==> src/design/mpf_regs.vh <==
// Register map, field positions, reset values and timing counts of the
// priority pause receive gate and fault handling block.
// Assumes inclusion by bare name from every design file of the block.
// Summary of operation
// With its priority 7 enable and the global receive priority pause enable both set, a received priority pause frame with valid quanta for priority 7 is processed.
// With the priority 7 enable cleared, the priority 7 pause output stays low whatever frames arrive.
// Enable bits 6 to 0 gate the pause outputs of priorities 6 to 0 in the same way.
// The eight receive priority enables exist only when priority pause support is built in, resetting to 1 then and to 0 otherwise.
// Bit 29 of the reconciliation word is read-only and reads 1 while remote fault sequences are received.
// Bit 28 of the reconciliation word is read-only and reads 1 while local fault sequences are received.
// With fault inhibit (bit 27, reset 0) clear, remote fault sequences are sent while local faults are received.
// With fault inhibit clear, idles replace client data while remote faults are received.
// With fault inhibit set, client data is always sent regardless of received faults.
// Global receive priority pause enable at bit 25 lets frames drive the enabled outputs; when clear, frames are ignored and passed to the client.
// Reserved bits of the reconciliation word read as zero and writes to them do nothing.
`ifndef MPF_REGS_VH
`define MPF_REGS_VH

`define MPF_ADDR_W             8
`define MPF_ADDR_FLOW_CTRL     8'h00
`define MPF_ADDR_RS_CFG        8'h04
`define MPF_ADDR_INT_STATUS    8'h08
`define MPF_ADDR_INT_CLEAR     8'h0C
`define MPF_ADDR_INT_ENABLE    8'h10

`define MPF_FC_TX_PAUSE_BIT    30
`define MPF_FC_RX_PAUSE_BIT    29
`define MPF_FC_TX_PFC_BIT      26
`define MPF_FC_RX_PFC_BIT      25
`define MPF_FC_TX_AUTO_XON_BIT 20
`define MPF_FC_TX_PRIO_LSB     8
`define MPF_FC_RX_PRIO_LSB     0
`define MPF_FC_RESET_PFC       32'h6010FFFF
`define MPF_FC_RESET_NO_PFC    32'h60000000
`define MPF_FC_MASK_PFC        32'h6610FFFF
`define MPF_FC_MASK_NO_PFC     32'h60000000

`define MPF_RS_REMOTE_BIT      29
`define MPF_RS_LOCAL_BIT       28
`define MPF_RS_INHIBIT_BIT     27

`define MPF_INT_LOCAL_BIT      0
`define MPF_INT_REMOTE_BIT     1
`define MPF_INT_PFC_BIT        2
`define MPF_INT_W              3

`define MPF_CLK_PERIOD_PS      8000
`define MPF_QUANTA_PS          51200
`define MPF_QUANTA_CYCLES      ((`MPF_QUANTA_PS + `MPF_CLK_PERIOD_PS - 1) / `MPF_CLK_PERIOD_PS)

`define MPF_FAULT_SEQ_COUNT    4
`define MPF_FAULT_CLEAR_COLS   128

`define MPF_CTL_SEQUENCE       8'h9C
`define MPF_CTL_IDLE           8'h07
`define MPF_SEQ_LOCAL          8'h01
`define MPF_SEQ_REMOTE         8'h02

`endif

==> src/design/mpf_pfc_rx.v <==
// Per-priority receive pause timers and output gating.
// Assumes the frame parser on the same clock gives a one-cycle frame pulse
// with a vector of priorities that carry valid quanta.
`timescale 1ns/100ps
`include "mpf_regs.vh"
module mpf_pfc_rx
#(
   parameter NPRIO         = 8,
   parameter QW            = 16,
   parameter QUANTA_CYCLES = `MPF_QUANTA_CYCLES
)
(
   input  wire                  clk,         // Core clock.
   input  wire                  nrst,        // Asynchronous reset, active low.
   input  wire                  frame_valid, // One-cycle pulse per pause frame.
   input  wire [NPRIO-1:0]      prio_vec,    // Priorities with valid quanta.
   input  wire [NPRIO*QW-1:0]   quanta,      // Quanta per priority.
   input  wire [NPRIO-1:0]      prio_en,     // Per-priority enables.
   input  wire                  global_en,   // Global receive enable.
   output reg  [NPRIO-1:0]      pause_out,   // Pause level per priority.
   output reg                   taken,       // Pulse: frame processed.
   output reg                   passed       // Pulse: frame passed to client.
);
   reg [QW-1:0] cnt [0:NPRIO-1];
   reg [7:0]    div;
   reg          tick;
   integer      i;

   // Quanta tick is a one-cycle enable every QUANTA_CYCLES cycles, 512 bit times rounded up to whole cycles (7 by default).
   always @(posedge clk or negedge nrst)
   begin
      if (!nrst)
      begin
         div  <= 8'h00;
         tick <= 1'b0;
      end
      else if (div == QUANTA_CYCLES[7:0] - 8'h01)
      begin
         div  <= 8'h00;
         tick <= 1'b1;
      end
      else
      begin
         div  <= div + 8'h01;
         tick <= 1'b0;
      end
   end

   always @(posedge clk or negedge nrst)
   begin
      if (!nrst)
      begin
         for (i = 0; i < NPRIO; i = i + 1)
            cnt[i] <= {QW{1'b0}};
         pause_out <= {NPRIO{1'b0}};
         taken     <= 1'b0;
         passed    <= 1'b0;
      end
      else
      begin
         taken  <= frame_valid & global_en;
         passed <= frame_valid & ~global_en;
         for (i = 0; i < NPRIO; i = i + 1)
         begin
            if (!prio_en[i] || !global_en)
            begin
               cnt[i]       <= {QW{1'b0}};
               pause_out[i] <= 1'b0;
            end
            else if (frame_valid && prio_vec[i])
            begin
               cnt[i]       <= quanta[i*QW +: QW];
               pause_out[i] <= |quanta[i*QW +: QW];
            end
            else
            begin
               if (tick && cnt[i] != {QW{1'b0}})
                  cnt[i] <= cnt[i] - {{(QW-1){1'b0}}, 1'b1};
               pause_out[i] <= (cnt[i] > {{(QW-1){1'b0}}, 1'b1}) ||
                               (cnt[i] == {{(QW-1){1'b0}}, 1'b1} && !tick);
            end
         end
      end
   end
endmodule // mpf_pfc_rx

==> src/design/mpf_rs_fault.v <==
// Fault sequence detection on the receive side and transmit replacement.
// Assumes 64-bit XGMII style data with 8 control bits, two columns per word,
// on the core clock.
`timescale 1ns/100ps
`include "mpf_regs.vh"
module mpf_rs_fault
#(
   parameter SEQ_COUNT  = `MPF_FAULT_SEQ_COUNT,
   parameter CLEAR_COLS = `MPF_FAULT_CLEAR_COLS
)
(
   input  wire        clk,          // Core clock.
   input  wire        nrst,         // Asynchronous reset, active low.
   input  wire [63:0] rxd,          // Receive data from the PCS.
   input  wire [7:0]  rxc,          // Receive control from the PCS.
   input  wire [63:0] txd_in,       // Transmit data from the MAC.
   input  wire [7:0]  txc_in,       // Transmit control from the MAC.
   input  wire        inhibit,      // Fault inhibit.
   output reg  [63:0] txd_out,      // Transmit data to the PCS.
   output reg  [7:0]  txc_out,      // Transmit control to the PCS.
   output reg         local_fault,  // Local faults being received.
   output reg         remote_fault  // Remote faults being received.
);
   reg [1:0] last_kind;
   reg [3:0] seq_cnt;
   reg [7:0] col_cnt;
   wire [1:0] kind_lo;
   wire [1:0] kind_hi;
   wire [1:0] kind;

   // Returns 01 for a local fault column, 10 for remote, 00 otherwise.
   function [1:0] seq_kind;
      input [31:0] d;
      input [3:0]  c;
      begin
         seq_kind = 2'b00;
         if (c == 4'h1 && d[7:0] == `MPF_CTL_SEQUENCE && d[23:8] == 16'h0000)
         begin
            if (d[31:24] == `MPF_SEQ_LOCAL)
               seq_kind = 2'b01;
            else if (d[31:24] == `MPF_SEQ_REMOTE)
               seq_kind = 2'b10;
         end
      end
   endfunction

   assign kind_lo = seq_kind(rxd[31:0], rxc[3:0]);
   assign kind_hi = seq_kind(rxd[63:32], rxc[7:4]);
   assign kind    = (kind_hi != 2'b00) ? kind_hi : kind_lo;

   // Fault is declared after a run of same-kind sequences and cleared after
   // a long stretch of words without one.
   always @(posedge clk or negedge nrst)
   begin
      if (!nrst)
      begin
         last_kind    <= 2'b00;
         seq_cnt      <= 4'h0;
         col_cnt      <= 8'h00;
         local_fault  <= 1'b0;
         remote_fault <= 1'b0;
      end
      else if (kind != 2'b00)
      begin
         col_cnt <= 8'h00;
         if (kind != last_kind)
         begin
            last_kind <= kind;
            seq_cnt   <= 4'h1;
         end
         else if (seq_cnt < SEQ_COUNT[3:0])
            seq_cnt <= seq_cnt + 4'h1;
         if (kind == last_kind && seq_cnt >= SEQ_COUNT[3:0] - 4'h1)
         begin
            local_fault  <= kind[0];
            remote_fault <= kind[1];
         end
      end
      else if (col_cnt >= CLEAR_COLS[7:0] / 8'h02 - 8'h01)
      begin
         col_cnt      <= 8'h00;
         seq_cnt      <= 4'h0;
         last_kind    <= 2'b00;
         local_fault  <= 1'b0;
         remote_fault <= 1'b0;
      end
      else
         col_cnt <= col_cnt + 8'h01;
   end

   always @(posedge clk or negedge nrst)
   begin
      if (!nrst)
      begin
         txd_out <= {8{`MPF_CTL_IDLE}};
         txc_out <= 8'hFF;
      end
      else if (!inhibit && local_fault)
      begin
         txd_out <= {2{`MPF_SEQ_REMOTE, 16'h0000, `MPF_CTL_SEQUENCE}};
         txc_out <= 8'h11;
      end
      else if (!inhibit && remote_fault)
      begin
         txd_out <= {8{`MPF_CTL_IDLE}};
         txc_out <= 8'hFF;
      end
      else
      begin
         txd_out <= txd_in;
         txc_out <= txc_in;
      end
   end
endmodule // mpf_rs_fault

==> src/design/mpf_top.v <==
// Top of the priority pause receive gate and fault handling block, with an
// APB register slave and a level interrupt.
// Assumes every input is produced on CLOCK by logic of the same domain.
//
// Added by the designer: the address map and the APB register port.
`timescale 1ns/100ps
`include "mpf_regs.vh"
module mpf_top
#(
   parameter HAS_PFC       = 1,
   parameter NPRIO         = 8,
   parameter QW            = 16,
   parameter QUANTA_CYCLES = `MPF_QUANTA_CYCLES
)
(
   input  wire                 CLOCK,              // Core clock, 125 MHz.
   input  wire                 NRST,               // Asynchronous reset.
   input  wire                 PSEL,               // APB select.
   input  wire                 PENABLE,            // APB access phase.
   input  wire                 PWRITE,             // APB direction.
   input  wire [7:0]           PADDR,              // APB byte address.
   input  wire [31:0]          PWDATA,             // APB write data.
   input  wire [3:0]           PSTRB,              // APB byte strobes.
   output reg  [31:0]          PRDATA,             // APB read data.
   output reg                  PREADY,             // APB ready.
   output reg                  PSLVERR,            // APB error.
   input  wire                 RX_PFC_VALID,       // Pause frame pulse.
   input  wire [NPRIO-1:0]     RX_PFC_PRIO,        // Priorities with quanta.
   input  wire [NPRIO*QW-1:0]  RX_PFC_QUANTA,      // Quanta per priority.
   output reg                  RX_PFC_PASS,        // Frame passed to client.
   output wire                 RX_PRIO7_PAUSE_OUT, // Priority 7 pause.
   output wire                 RX_PRIO6_PAUSE_OUT, // Priority 6 pause.
   output wire                 RX_PRIO5_PAUSE_OUT, // Priority 5 pause.
   output wire                 RX_PRIO4_PAUSE_OUT, // Priority 4 pause.
   output wire                 RX_PRIO3_PAUSE_OUT, // Priority 3 pause.
   output wire                 RX_PRIO2_PAUSE_OUT, // Priority 2 pause.
   output wire                 RX_PRIO1_PAUSE_OUT, // Priority 1 pause.
   output wire                 RX_PRIO0_PAUSE_OUT, // Priority 0 pause.
   input  wire [63:0]          RXD,                // Receive data from PCS.
   input  wire [7:0]           RXC,                // Receive control.
   input  wire [63:0]          TXD_IN,             // Transmit data from MAC.
   input  wire [7:0]           TXC_IN,             // Transmit control.
   output wire [63:0]          TXD_OUT,            // Transmit data to PCS.
   output wire [7:0]           TXC_OUT,            // Transmit control to PCS.
   output reg  [31:0]          FLOW_CTRL_CFG,      // Flow control word.
   output reg                  IRQ                 // Level interrupt.
);
   localparam [31:0] FC_RESET = (HAS_PFC != 0) ? `MPF_FC_RESET_PFC
                                               : `MPF_FC_RESET_NO_PFC;
   localparam [31:0] FC_MASK  = (HAS_PFC != 0) ? `MPF_FC_MASK_PFC
                                               : `MPF_FC_MASK_NO_PFC;
   localparam [31:0] RS_MASK  = 32'h1 << `MPF_RS_INHIBIT_BIT;

   reg                    inhibit;
   reg [`MPF_INT_W-1:0]   int_status;
   reg [`MPF_INT_W-1:0]   int_enable;
   reg                    local_d;
   reg                    remote_d;
   reg [31:0]             next_prdata;
   reg                    next_slverr;
   reg [`MPF_INT_W-1:0]   next_status;
   wire                   local_fault;
   wire                   remote_fault;
   wire [NPRIO-1:0]       pause_out;
   wire                   pfc_taken;
   wire                   pfc_passed;
   wire                   access;
   wire                   wr;
   wire                   hit_fc;
   wire                   hit_rs;
   wire                   hit_st;
   wire                   hit_clr;
   wire                   hit_en;
   wire [31:0]            rs_word;
   wire [`MPF_INT_W-1:0]  events;

   // Merges write data into a register under the byte strobes and a mask of
   // bits that exist.
   function [31:0] merge;
      input [31:0] old;
      input [31:0] data;
      input [3:0]  strb;
      input [31:0] mask;
      reg   [31:0] m;
      begin
         m     = {{8{strb[3]}}, {8{strb[2]}}, {8{strb[1]}}, {8{strb[0]}}} & mask;
         merge = (old & ~m) | (data & m);
      end
   endfunction

   assign access  = PSEL & PENABLE & ~PREADY;
   // A write lands at the edge that completes the transfer, with PREADY high.
   assign wr      = PSEL & PENABLE & PREADY & PWRITE;
   assign hit_fc  = (PADDR == `MPF_ADDR_FLOW_CTRL);
   assign hit_rs  = (PADDR == `MPF_ADDR_RS_CFG);
   assign hit_st  = (PADDR == `MPF_ADDR_INT_STATUS);
   assign hit_clr = (PADDR == `MPF_ADDR_INT_CLEAR);
   assign hit_en  = (PADDR == `MPF_ADDR_INT_ENABLE);

   // Reserved bits of the reconciliation word are held at zero.
   assign rs_word = ({31'h0, remote_fault} << `MPF_RS_REMOTE_BIT) |
                    ({31'h0, local_fault} << `MPF_RS_LOCAL_BIT) |
                    ({31'h0, inhibit} << `MPF_RS_INHIBIT_BIT);

   mpf_pfc_rx
   #(
      .NPRIO         (NPRIO),
      .QW            (QW),
      .QUANTA_CYCLES (QUANTA_CYCLES)
   )
   u_pfc
   (
      .clk         (CLOCK),
      .nrst        (NRST),
      .frame_valid (RX_PFC_VALID),
      .prio_vec    (RX_PFC_PRIO),
      .quanta      (RX_PFC_QUANTA),
      .prio_en     (FLOW_CTRL_CFG[`MPF_FC_RX_PRIO_LSB +: NPRIO]),
      .global_en   (FLOW_CTRL_CFG[`MPF_FC_RX_PFC_BIT]),
      .pause_out   (pause_out),
      .taken       (pfc_taken),
      .passed      (pfc_passed)
   );

   assign RX_PRIO7_PAUSE_OUT = pause_out[7];
   assign RX_PRIO6_PAUSE_OUT = pause_out[6];
   assign RX_PRIO5_PAUSE_OUT = pause_out[5];
   assign RX_PRIO4_PAUSE_OUT = pause_out[4];
   assign RX_PRIO3_PAUSE_OUT = pause_out[3];
   assign RX_PRIO2_PAUSE_OUT = pause_out[2];
   assign RX_PRIO1_PAUSE_OUT = pause_out[1];
   assign RX_PRIO0_PAUSE_OUT = pause_out[0];

   mpf_rs_fault
   #(
      .SEQ_COUNT  (`MPF_FAULT_SEQ_COUNT),
      .CLEAR_COLS (`MPF_FAULT_CLEAR_COLS)
   )
   u_rs
   (
      .clk          (CLOCK),
      .nrst         (NRST),
      .rxd          (RXD),
      .rxc          (RXC),
      .txd_in       (TXD_IN),
      .txc_in       (TXC_IN),
      .inhibit      (inhibit),
      .txd_out      (TXD_OUT),
      .txc_out      (TXC_OUT),
      .local_fault  (local_fault),
      .remote_fault (remote_fault)
   );

   // Events: rising edges of either fault and each processed pause frame.
   assign events = {pfc_taken, remote_fault & ~remote_d, local_fault & ~local_d};

   always @*
   begin
      next_prdata = 32'h0000_0000;
      next_slverr = 1'b0;
      if (hit_fc)
         next_prdata = FLOW_CTRL_CFG;
      else if (hit_rs)
         next_prdata = rs_word;
      else if (hit_st)
         next_prdata = {{(32-`MPF_INT_W){1'b0}}, int_status};
      else if (hit_en)
         next_prdata = {{(32-`MPF_INT_W){1'b0}}, int_enable};
      else if (!hit_clr)
         next_slverr = 1'b1;
   end

   // A new event wins over a clear written in the same cycle.
   always @*
   begin
      next_status = int_status;
      if (wr && hit_clr)
         next_status = int_status & ~PWDATA[`MPF_INT_W-1:0];
      next_status = next_status | events;
   end

   // Each access phase takes two cycles: PREADY rises in the second.
   always @(posedge CLOCK or negedge NRST)
   begin
      if (!NRST)
      begin
         PREADY  <= 1'b0;
         PRDATA  <= 32'h0000_0000;
         PSLVERR <= 1'b0;
      end
      else
      begin
         PREADY  <= access;
         PSLVERR <= access & next_slverr;
         if (access && !PWRITE)
            PRDATA <= next_prdata;
         else if (access)
            PRDATA <= 32'h0000_0000;
      end
   end

   always @(posedge CLOCK or negedge NRST)
   begin
      if (!NRST)
      begin
         FLOW_CTRL_CFG <= FC_RESET;
         inhibit       <= 1'b0;
         int_enable    <= {`MPF_INT_W{1'b0}};
      end
      else if (wr)
      begin
         if (hit_fc)
            FLOW_CTRL_CFG <= merge(FLOW_CTRL_CFG, PWDATA, PSTRB, FC_MASK);
         if (hit_rs)
            inhibit <= |(merge(rs_word, PWDATA, PSTRB, RS_MASK) & RS_MASK);
         if (hit_en && PSTRB[0])
            int_enable <= PWDATA[`MPF_INT_W-1:0];
      end
   end

   always @(posedge CLOCK or negedge NRST)
   begin
      if (!NRST)
      begin
         int_status  <= {`MPF_INT_W{1'b0}};
         local_d     <= 1'b0;
         remote_d    <= 1'b0;
         IRQ         <= 1'b0;
         RX_PFC_PASS <= 1'b0;
      end
      else
      begin
         int_status  <= next_status;
         local_d     <= local_fault;
         remote_d    <= remote_fault;
         IRQ         <= |(next_status & int_enable);
         RX_PFC_PASS <= pfc_passed;
      end
   end
endmodule // mpf_top

==> config.mk <==
export PLATFORM = sky130hd
export DESIGN_NAME = mpf_top
export DESIGN_NICKNAME = d
export VERILOG_FILES = /design/src/design/mpf_pfc_rx.v /design/src/design/mpf_rs_fault.v /design/src/design/mpf_top.v
export VERILOG_INCLUDE_DIRS = /design/src /design/src/design
export SDC_FILE = /design/constraint.sdc
export NUM_CORES = 1
export LEC_CHECK = 0
export ABC_AREA = 0
export BUFFER_PORTS_ARGS = -buffer_cell sky130_fd_sc_hd__buf_2
export CAP_MARGIN = 20
export CORE_MARGIN = 4
export CORE_UTILIZATION = 45
export DETAILED_ROUTE_END_ITERATION = 10
export PLACE_DENSITY = 0.74
export RECOVER_POWER = 25
export REMOVE_ABC_BUFFERS = 1
export SLEW_MARGIN = 40
export SYNTH_ARGS = -nofsm -noshare
export SYNTH_HDL_FRONTEND = slang
export SYNTH_SLANG_ARGS = --single-unit
==> constraint.sdc <==
create_clock -name CLOCK -period 3.1 [get_ports CLOCK]
set_input_delay 0.155 -clock CLOCK [delete_from_list [all_inputs] [get_ports CLOCK]]
set_output_delay 0.155 -clock CLOCK [all_outputs]
set_load 0.05 [all_outputs]
==> results.py, run 1 <==
metrics = {
    "clocking": {
        "clockRootBuffer": "clkbuf_16",
        "cts.sinks": 292,
        "clock_latency_ps": 580,
        "numCtsBuffers": 31,
        "post_cts_resize_count": 0,
        "path_clk_slew_ps": 60,
        "cts_setup_buffers": 0,
        "ctsHoldBuffers": 231,
        "cts_tree": "yes",
        "h-tree-depth": 1,
        "clockBufferDepth": 3,
    },
    "synthesis": {
        "yosysTopAreaCell": "dfrtp_1",
        "synth.distinct_cells": 71,
        "ys_seq_area_share_pct": 50.1,
        "syn_inst": 1468,
        "ys_warn_count": 0,
        "synthFlopType": "dfrtp_1",
        "async_reset_ff_share_pct": 100,
        "synth_area_leaders": "dfrtp_1, dfstp_2, nor2_1",
        "synth_seq_cells": 292,
        "yosysTopAreaCellShare_pct": 41.0,
        "syn_area_per_cell_um2": 10.0,
        "synth-edff-count": 0,
        "syn_area_mm2": 0.0147,
    },
    "floorplan": {
        "die_width_um": 189,
        "die_height_um": 189,
        "io_pins": 478,
        "coreArea_mm2": 0.0319,
        "die_area_mm2": 0.0356,
        "start_util_pct": 46.1,
        "num_rows": 65,
    },
    "critical_path": {
        "cp-start-kind": "register",
        "path_buf_inv": 0,
        "crit_chain": "or4_4 > or4_4 > nor4b_2 > nand2_1 > or4_1 > xor2_1 > a211oi_2",
        "end_kind": "register",
        "crit_family": "simple AND/OR/NAND/NOR gates",
        "cp_data_required_time_ps": 3550,
        "r2r-end": "u_pfc.cnt[14]",
        "r2r_setup_slack_ps": 310,
        "cp_common_cell": "or4_4",
        "worstPathMaxFanout": 5,
        "rr_worst_depth": 7,
        "max_stage_delay_ps": 550,
        "r2r_start": "u_pfc.cnt[4]",
        "crit_path_top_delay_cell": "or4_4",
        "cp.arrival_ps": 3240,
        "crit_type": "register to register",
    },
    "placed_design": {
        "gp_congestion": 0.943,
        "hpwl_um": 34300,
        "portBuffers": 447,
    },
    "run_status": {
        "status": "finished with violations",
        "violations": "max-capacitance violations, max-slew violations",
    },
    "timing": {
        "fin_skew_ps": 33.1,
        "worst_pin_slew_ps": 1670,
        "slew_viol_final": 27,
        "setup_viol": 0,
        "rsz0062_at_grt": "false",
        "hold_viol": 0,
        "post-route-period-util_pct": 89.9,
        "fin_crit_ps": 2790,
        "relSlewSlack_pct": -11.4,
        "clock.fmax_ghz": 0.359,
        "setup_tns_ps": 0,
    },
    "pwr": {
        "power_mw": 8.81,
        "power_leakage_nw": 9.68,
        "power_density_mw_per_mm2": 422,
        "peakVddDrop_v": 0.000403,
    },
    "global_route": {
        "grt_max_degree": 105,
        "grt.total_usage_pct": 27.9,
        "grt_overflow_total": 0,
        "grt_pass1_vias": 15300,
        "antenna_found_initial": 6,
        "grt_pass1_wl_um": 81100,
    },
    "routing": {
        "wl_per_cell_um": 19.7,
        "drt_iter0_drc": 964,
        "antenna_left": 0,
        "drc": 0,
        "via_count": 14600,
        "drt-total-wl_um": 51600,
        "firstDrtPassIters": 5,
        "viasPerCell": 5.56,
    },
    "cells_and_area": {
        "drive_gt1_share_pct": 28.8,
        "fin_nets": 2515,
        "utilization_pct": 65.5,
        "area_growth_pct": 41.9,
    },
    "worst_hold_path": {
        "worstHoldStart": "PADDR[3]",
        "holdPathEnd": "PRDATA[1]",
        "hp-class": "input pin to register",
        "min_path_cells": 4,
    },
    "job": {
        "max_cap_violations": 1,
    },
}
==> how the worst max path moves through the flow <==
stage / endpoint / slack, ps / cells after the start / startpoint
after CTS: u_pfc.cnt[3] / 320 / 7 / u_pfc.cnt[4]
after global routing: u_pfc.cnt[3] / 200 / 7 / u_pfc.cnt[5]
after detailed placement: u_pfc.cnt[3] / 330 / 7 / u_pfc.cnt[4]
after global placement: u_pfc.cnt[3] / 400 / 7 / u_pfc.cnt[5]
after floorplan: PRDATA[0] / -260 / 3 / PREADY
final: u_pfc.cnt[14] / 310 / 7 / u_pfc.cnt[4]
==> cell usage after synthesis (all sizes together), types with 7 or more instances <==
library cell and n:
o21ai 41, nor2b 12, xnor2 63, dfrtp 241, nand4 15, or4 26
a211oi 88, ha 28, a31oi 8, a311oi 16, and2 46, inv 30
nor2 207, dfstp 51, and3 10, nand2 91, nor3 53, nand2b 10
or3 27, a21o 7, mux2 27, a22o 20, xor2 43, nor4b 9
clkbuf 53, buf 24, nor4 83, nand3 30, a21oi 26, mux2i 11
==> final cells by class <==
class / count / area, um^2
fillers: 2452 / 11000
flip-flops and latches: 292 / 7370
multi-input cells: 1089 / 6940
repair buffers: 712 / 4840
clock buffers: 45 / 910
well taps: 435 / 544
clock inverters: 12 / 130
inverters: 31 / 116
diodes: 6 / 15.0
==> flip-flops by register name (all words and copies together), names as in the netlist, 2 cells and up, named ones only <==
register         cells
u_rs.txc_out         8
int_enable           3
u_pfc.div            8
u_rs.col_cnt         8
int_status           3
u_rs.txd_out        64
u_rs.seq_cnt         4
u_rs.last_kind       2
PRDATA              23
u_pfc.cnt          128
u_pfc.pause_out      8
==> layer usage <==
metal | global-route usage [%] | wire (um) | share of wire (%)
met1 | 33.8 | 19900 | 39
met2 | 47.8 | 25200 | 49
met3 | 6.09 | 4100 | 7.9
met4 | 12.8 | 2400 | 4.7
met5 | 0 | 0 | 0
==> cell usage in the layout, fill, tap and decap left out, drive strengths merged, types with 16 or more instances in the layout <==
cell,count
or3,27
dlygate4sd3,231
clkbuf,49
ha,28
a22o,20
nor3,53
nand2,91
and2,46
dfrtp,241
xor2,43
a211oi,88
mux2,27
conb,22
a21oi,26
xnor2,63
buf,477
nor2,207
dfstp,51
a311oi,16
or4,26
nor4,83
o21ai,41
nand3,30
inv,31
==> report_power, final <==
part | total, mW | leakage [nW] | switching (mW) | internal, mW
combinational | 1.10 | 5.38 | 0.654 | 0.449
sequential | 3.91 | 3.79 | 0.0233 | 3.88
clock | 3.80 | 0.512 | 1.59 | 2.20
==> worst min-delay path, stage by stage <==
cell     delay [ps]
buf_2           110
nor2b_1          80
a22oi_1         130
o21ai_0          80
==> cells by family after synthesis <==
kind of cell / after synthesis / synth area share (%)
muxes: 38 / 2.82
buffers and inverters: 108 / 3.29
xor gates and xnor gates: 106 / 6.31
adders and majority gates: 28 / 2.38
DFF: 292 / 50.1
other: 1 / 0.0255
and+or+nand+nor: 639 / 22.4
AOI/OAI and AO/OA: 256 / 12.6
==> per-stage QoR <==
stage	cell area [um^2]	hold slack, ps	cells	worst slack [ps]
floorplan	14400	-141	1412	-257
global placement	17500	265	2327	397
detailed placement	17500	271	2327	333
CTS	20900	16.2	2615	320
global route	20900	60.9	2620	198
finish	20900	51.2	2622	312
Note: power is estimated with default switching activity, not from simulation.
==> inputs of run 2 (changes only) <==
--- a/config.mk
+++ b/config.mk
@@ -6,13 +6,13 @@
 export SDC_FILE = /design/constraint.sdc
 export NUM_CORES = 1
 export LEC_CHECK = 0
-export ABC_AREA = 0
+export ABC_AREA = 1
 export BUFFER_PORTS_ARGS = -buffer_cell sky130_fd_sc_hd__buf_2
 export CAP_MARGIN = 20
 export CORE_MARGIN = 4
 export CORE_UTILIZATION = 45
 export DETAILED_ROUTE_END_ITERATION = 10
-export PLACE_DENSITY = 0.74
+export PLACE_DENSITY = 0.7
 export RECOVER_POWER = 25
 export REMOVE_ABC_BUFFERS = 1
 export SLEW_MARGIN = 40
==> results.py, run 2 <==
metrics = {
    "run_status": {
        "status": "finished with violations",
        "violations": "max-capacitance violations, max-slew violations",
    },
    "global_route": {
        "grt.total_usage_pct": 27.7,
        "antenna_found_initial": 2,
        "grt_overflow_total": 0,
        "grt_max_degree": 80,
        "grt_pass1_wl_um": 86800,
        "grt_pass1_vias": 17000,
    },
    "synthesis": {
        "synth_top_family_by_area": "simple AND/OR/NAND/NOR gates",
        "ys_warn_count": 0,
        "synth_common_cells": "nand2_1, nor2_1, inv_1",
        "syn_area_per_cell_um2": 7.73,
        "synth-compound-area-share_pct": 15.0,
        "syn_inst": 2048,
        "synth_mux_area_share_pct": 0.601,
        "yosysMostFrequentCell": "nand2_1",
        "synthFlopType": "dfrtp_1",
        "yosysTopAreaCellShare_pct": 38.1,
        "async_reset_ff_share_pct": 100,
        "synth_seq_cells": 292,
        "synth.distinct_cells": 58,
        "synth-simple-area-share_pct": 25.3,
        "yosysTopAreaCell": "dfrtp_1",
        "synth-edff-count": 0,
        "syn_area_mm2": 0.0158,
        "ys_seq_area_share_pct": 46.6,
        "synth_xor_xnor_area_share_pct": 1.72,
        "synth_fa_ha_area_share_pct": 2.21,
        "synth_area_leaders": "dfrtp_1, nand2_1, dfstp_2",
    },
    "placed_design": {
        "portBuffers": 447,
        "hpwl_um": 37900,
        "dp.cells": 2926,
        "gp_congestion": 0.946,
    },
    "timing": {
        "clock.fmax_ghz": 0.369,
        "setup_tns_ps": 0,
        "setup_viol": 0,
        "worst_pin_slew_ps": 2210,
        "relSlewSlack_pct": -47.5,
        "fin_crit_ps": 2710,
        "post-route-period-util_pct": 87.3,
        "slew_viol_final": 78,
        "fin_skew_ps": 35.8,
        "hold_viol": 0,
        "rsz0062_at_grt": "false",
        "fin_hold_ws_ps": 33.4,
    },
    "clocking": {
        "cts.sinks": 292,
        "numCtsBuffers": 36,
        "clockRootBuffer": "clkbuf_16",
        "h-tree-depth": 2,
        "cts_tree": "yes",
        "clockBufferDepth": 3,
        "clock_latency_ps": 570,
        "post_cts_resize_count": 0,
        "path_clk_slew_ps": 60,
    },
    "worst_hold_path": {
        "min_path_cells": 4,
        "hp-class": "input pin to register",
    },
    "cells_and_area": {
        "largest_reg_flops": 128,
        "final_cells": 3219,
        "final_cell_mix": "buf_2, nand2_1, nor2_1",
        "drive_gt1_share_pct": 22.8,
        "largestRegisters": "u_pfc.cnt x128, u_rs.txd_out x64, PRDATA x23",
        "top_register": "u_pfc.cnt",
        "utilization_pct": 63.4,
        "fin_nets": 3092,
        "area_growth_pct": 38.8,
        "final_common_cell": "buf_2",
    },
    "critical_path": {
        "cp_data_required_time_ps": 3540,
        "r2r_start": "PREADY",
        "cp.arrival_ps": 3140,
        "cp-start-kind": "input pin",
        "rr_worst_depth": 6,
        "end_kind": "register",
        "r2r_setup_slack_ps": 660,
        "crit_end": "PRDATA[20]",
        "critPathLaunch": "PENABLE",
        "worstPathMaxFanout": 25,
        "crit_type": "input pin to register",
    },
    "routing": {
        "drt-total-wl_um": 54800,
        "viasPerCell": 5.25,
        "drc": 0,
        "via_count": 16900,
        "antenna_left": 0,
        "wl_per_cell_um": 17.0,
        "firstDrtPassIters": 5,
        "drt_iter0_drc": 1090,
    },
    "job": {
        "max_cap_violations": 1,
    },
    "pwr": {
        "switching_share_pct": 26.6,
        "power_frac_clock_pct": 45.2,
        "power_leakage_nw": 11.2,
        "p_int_mw": 6.76,
        "p_comb_share_pct": 12.3,
        "power_density_mw_per_mm2": 419,
        "switchingPower_mw": 2.45,
        "peakVddDrop_v": 0.000403,
        "pwr-share-seq_pct": 42.4,
    },
    "floorplan": {
        "coreArea_mm2": 0.0346,
        "die_area_mm2": 0.0382,
        "start_util_pct": 45.7,
        "die_height_um": 196,
        "io_pins": 478,
        "num_rows": 68,
        "die_width_um": 196,
    },
}
==> run 2: repair_timing <==
action                    CTS  global route
hold endpoints to repair  287             0
setup buffers               0             0
hold buffers              225             0
==> run 2: power by group through the flow <==
| stage | Combinational [mW] | Sequential (mW) | Clock, mW |
|---|---|---|---|
| floorplan | 0.245 | 4.16 | 0 |
| global placement | 0.892 | 3.97 | 0 |
| detailed placement | 0.900 | 3.97 | 0 |
| CTS | 1.12 | 3.91 | 4.26 |
| global route | 1.22 | 3.91 | 4.40 |
| finish | 1.14 | 3.91 | 4.17 |
==> run 2: metrics by stage <==
stage          instance area (um^2)  worst slack [ps]  power, mW
6_report                      22000               392       9.22
5_1_grt                       22000               214       9.54
4_1_cts                       22000               518       9.28
3_5_place_dp                  18600               818       4.87
3_3_place_gp                  18600               853       4.86
2_1_floorplan                 15500             -18.8       4.41
==> run 2: worst max-delay path: stages <==
cell and delay, ps:
dlygate4sd3_1 510, buf_2 110, nand2_1 60, dlygate4sd3_1 580, nor2_1 150, inv_1 60, buf_4 230, nor2_1 440
nand2_1 490, o21ai_0 330
==> run 2: worst min-delay path by stage <==
stage,start,end,slack (ps)
detailed placement,NRST,u_rs.txd_out[61],200
floorplan,NRST,IRQ,-140
global route,RX_PFC_QUANTA[86],u_pfc.cnt[38],20
global placement,NRST,u_rs.txd_out[35],190
finish,RX_PFC_QUANTA[86],u_pfc.cnt[38],30
CTS,RX_PFC_QUANTA[66],u_pfc.cnt[50],2
==> run 2: kinds of logic after synthesis <==
logic type | Yosys count
simple gates | 932
fa+ha+maj | 28
other cells | 1
buf+inv | 333
compound gates | 422
flops | 292
xor+xnor | 31
mux | 9
==> run 2: metal layers <==
| metal | up-vias | routed length, um | global-route usage (%) |
|---|---|---|---|
| li1 | 8110 | - | - |
| met1 | 7850 | 21000 | 34.0 |
| met2 | 772 | 26600 | 46.7 |
| met3 | 180 | 4480 | 5.76 |
| met4 | 0 | 2750 | 13.6 |
| met5 | - | 0 | 0 |
==> run 2: area by class of cell <==
type / count / area (um^2)
Fill cell: 2840 / 12700
Sequential cell: 292 / 7370
Multi-Input combinational cell: 1444 / 7190
Timing Repair Buffer: 697 / 4690
Clock buffer: 55 / 1040
Inverter: 263 / 987
Tap cell: 455 / 569
Clock inverter: 11 / 119
Antenna cell: 2 / 5.00
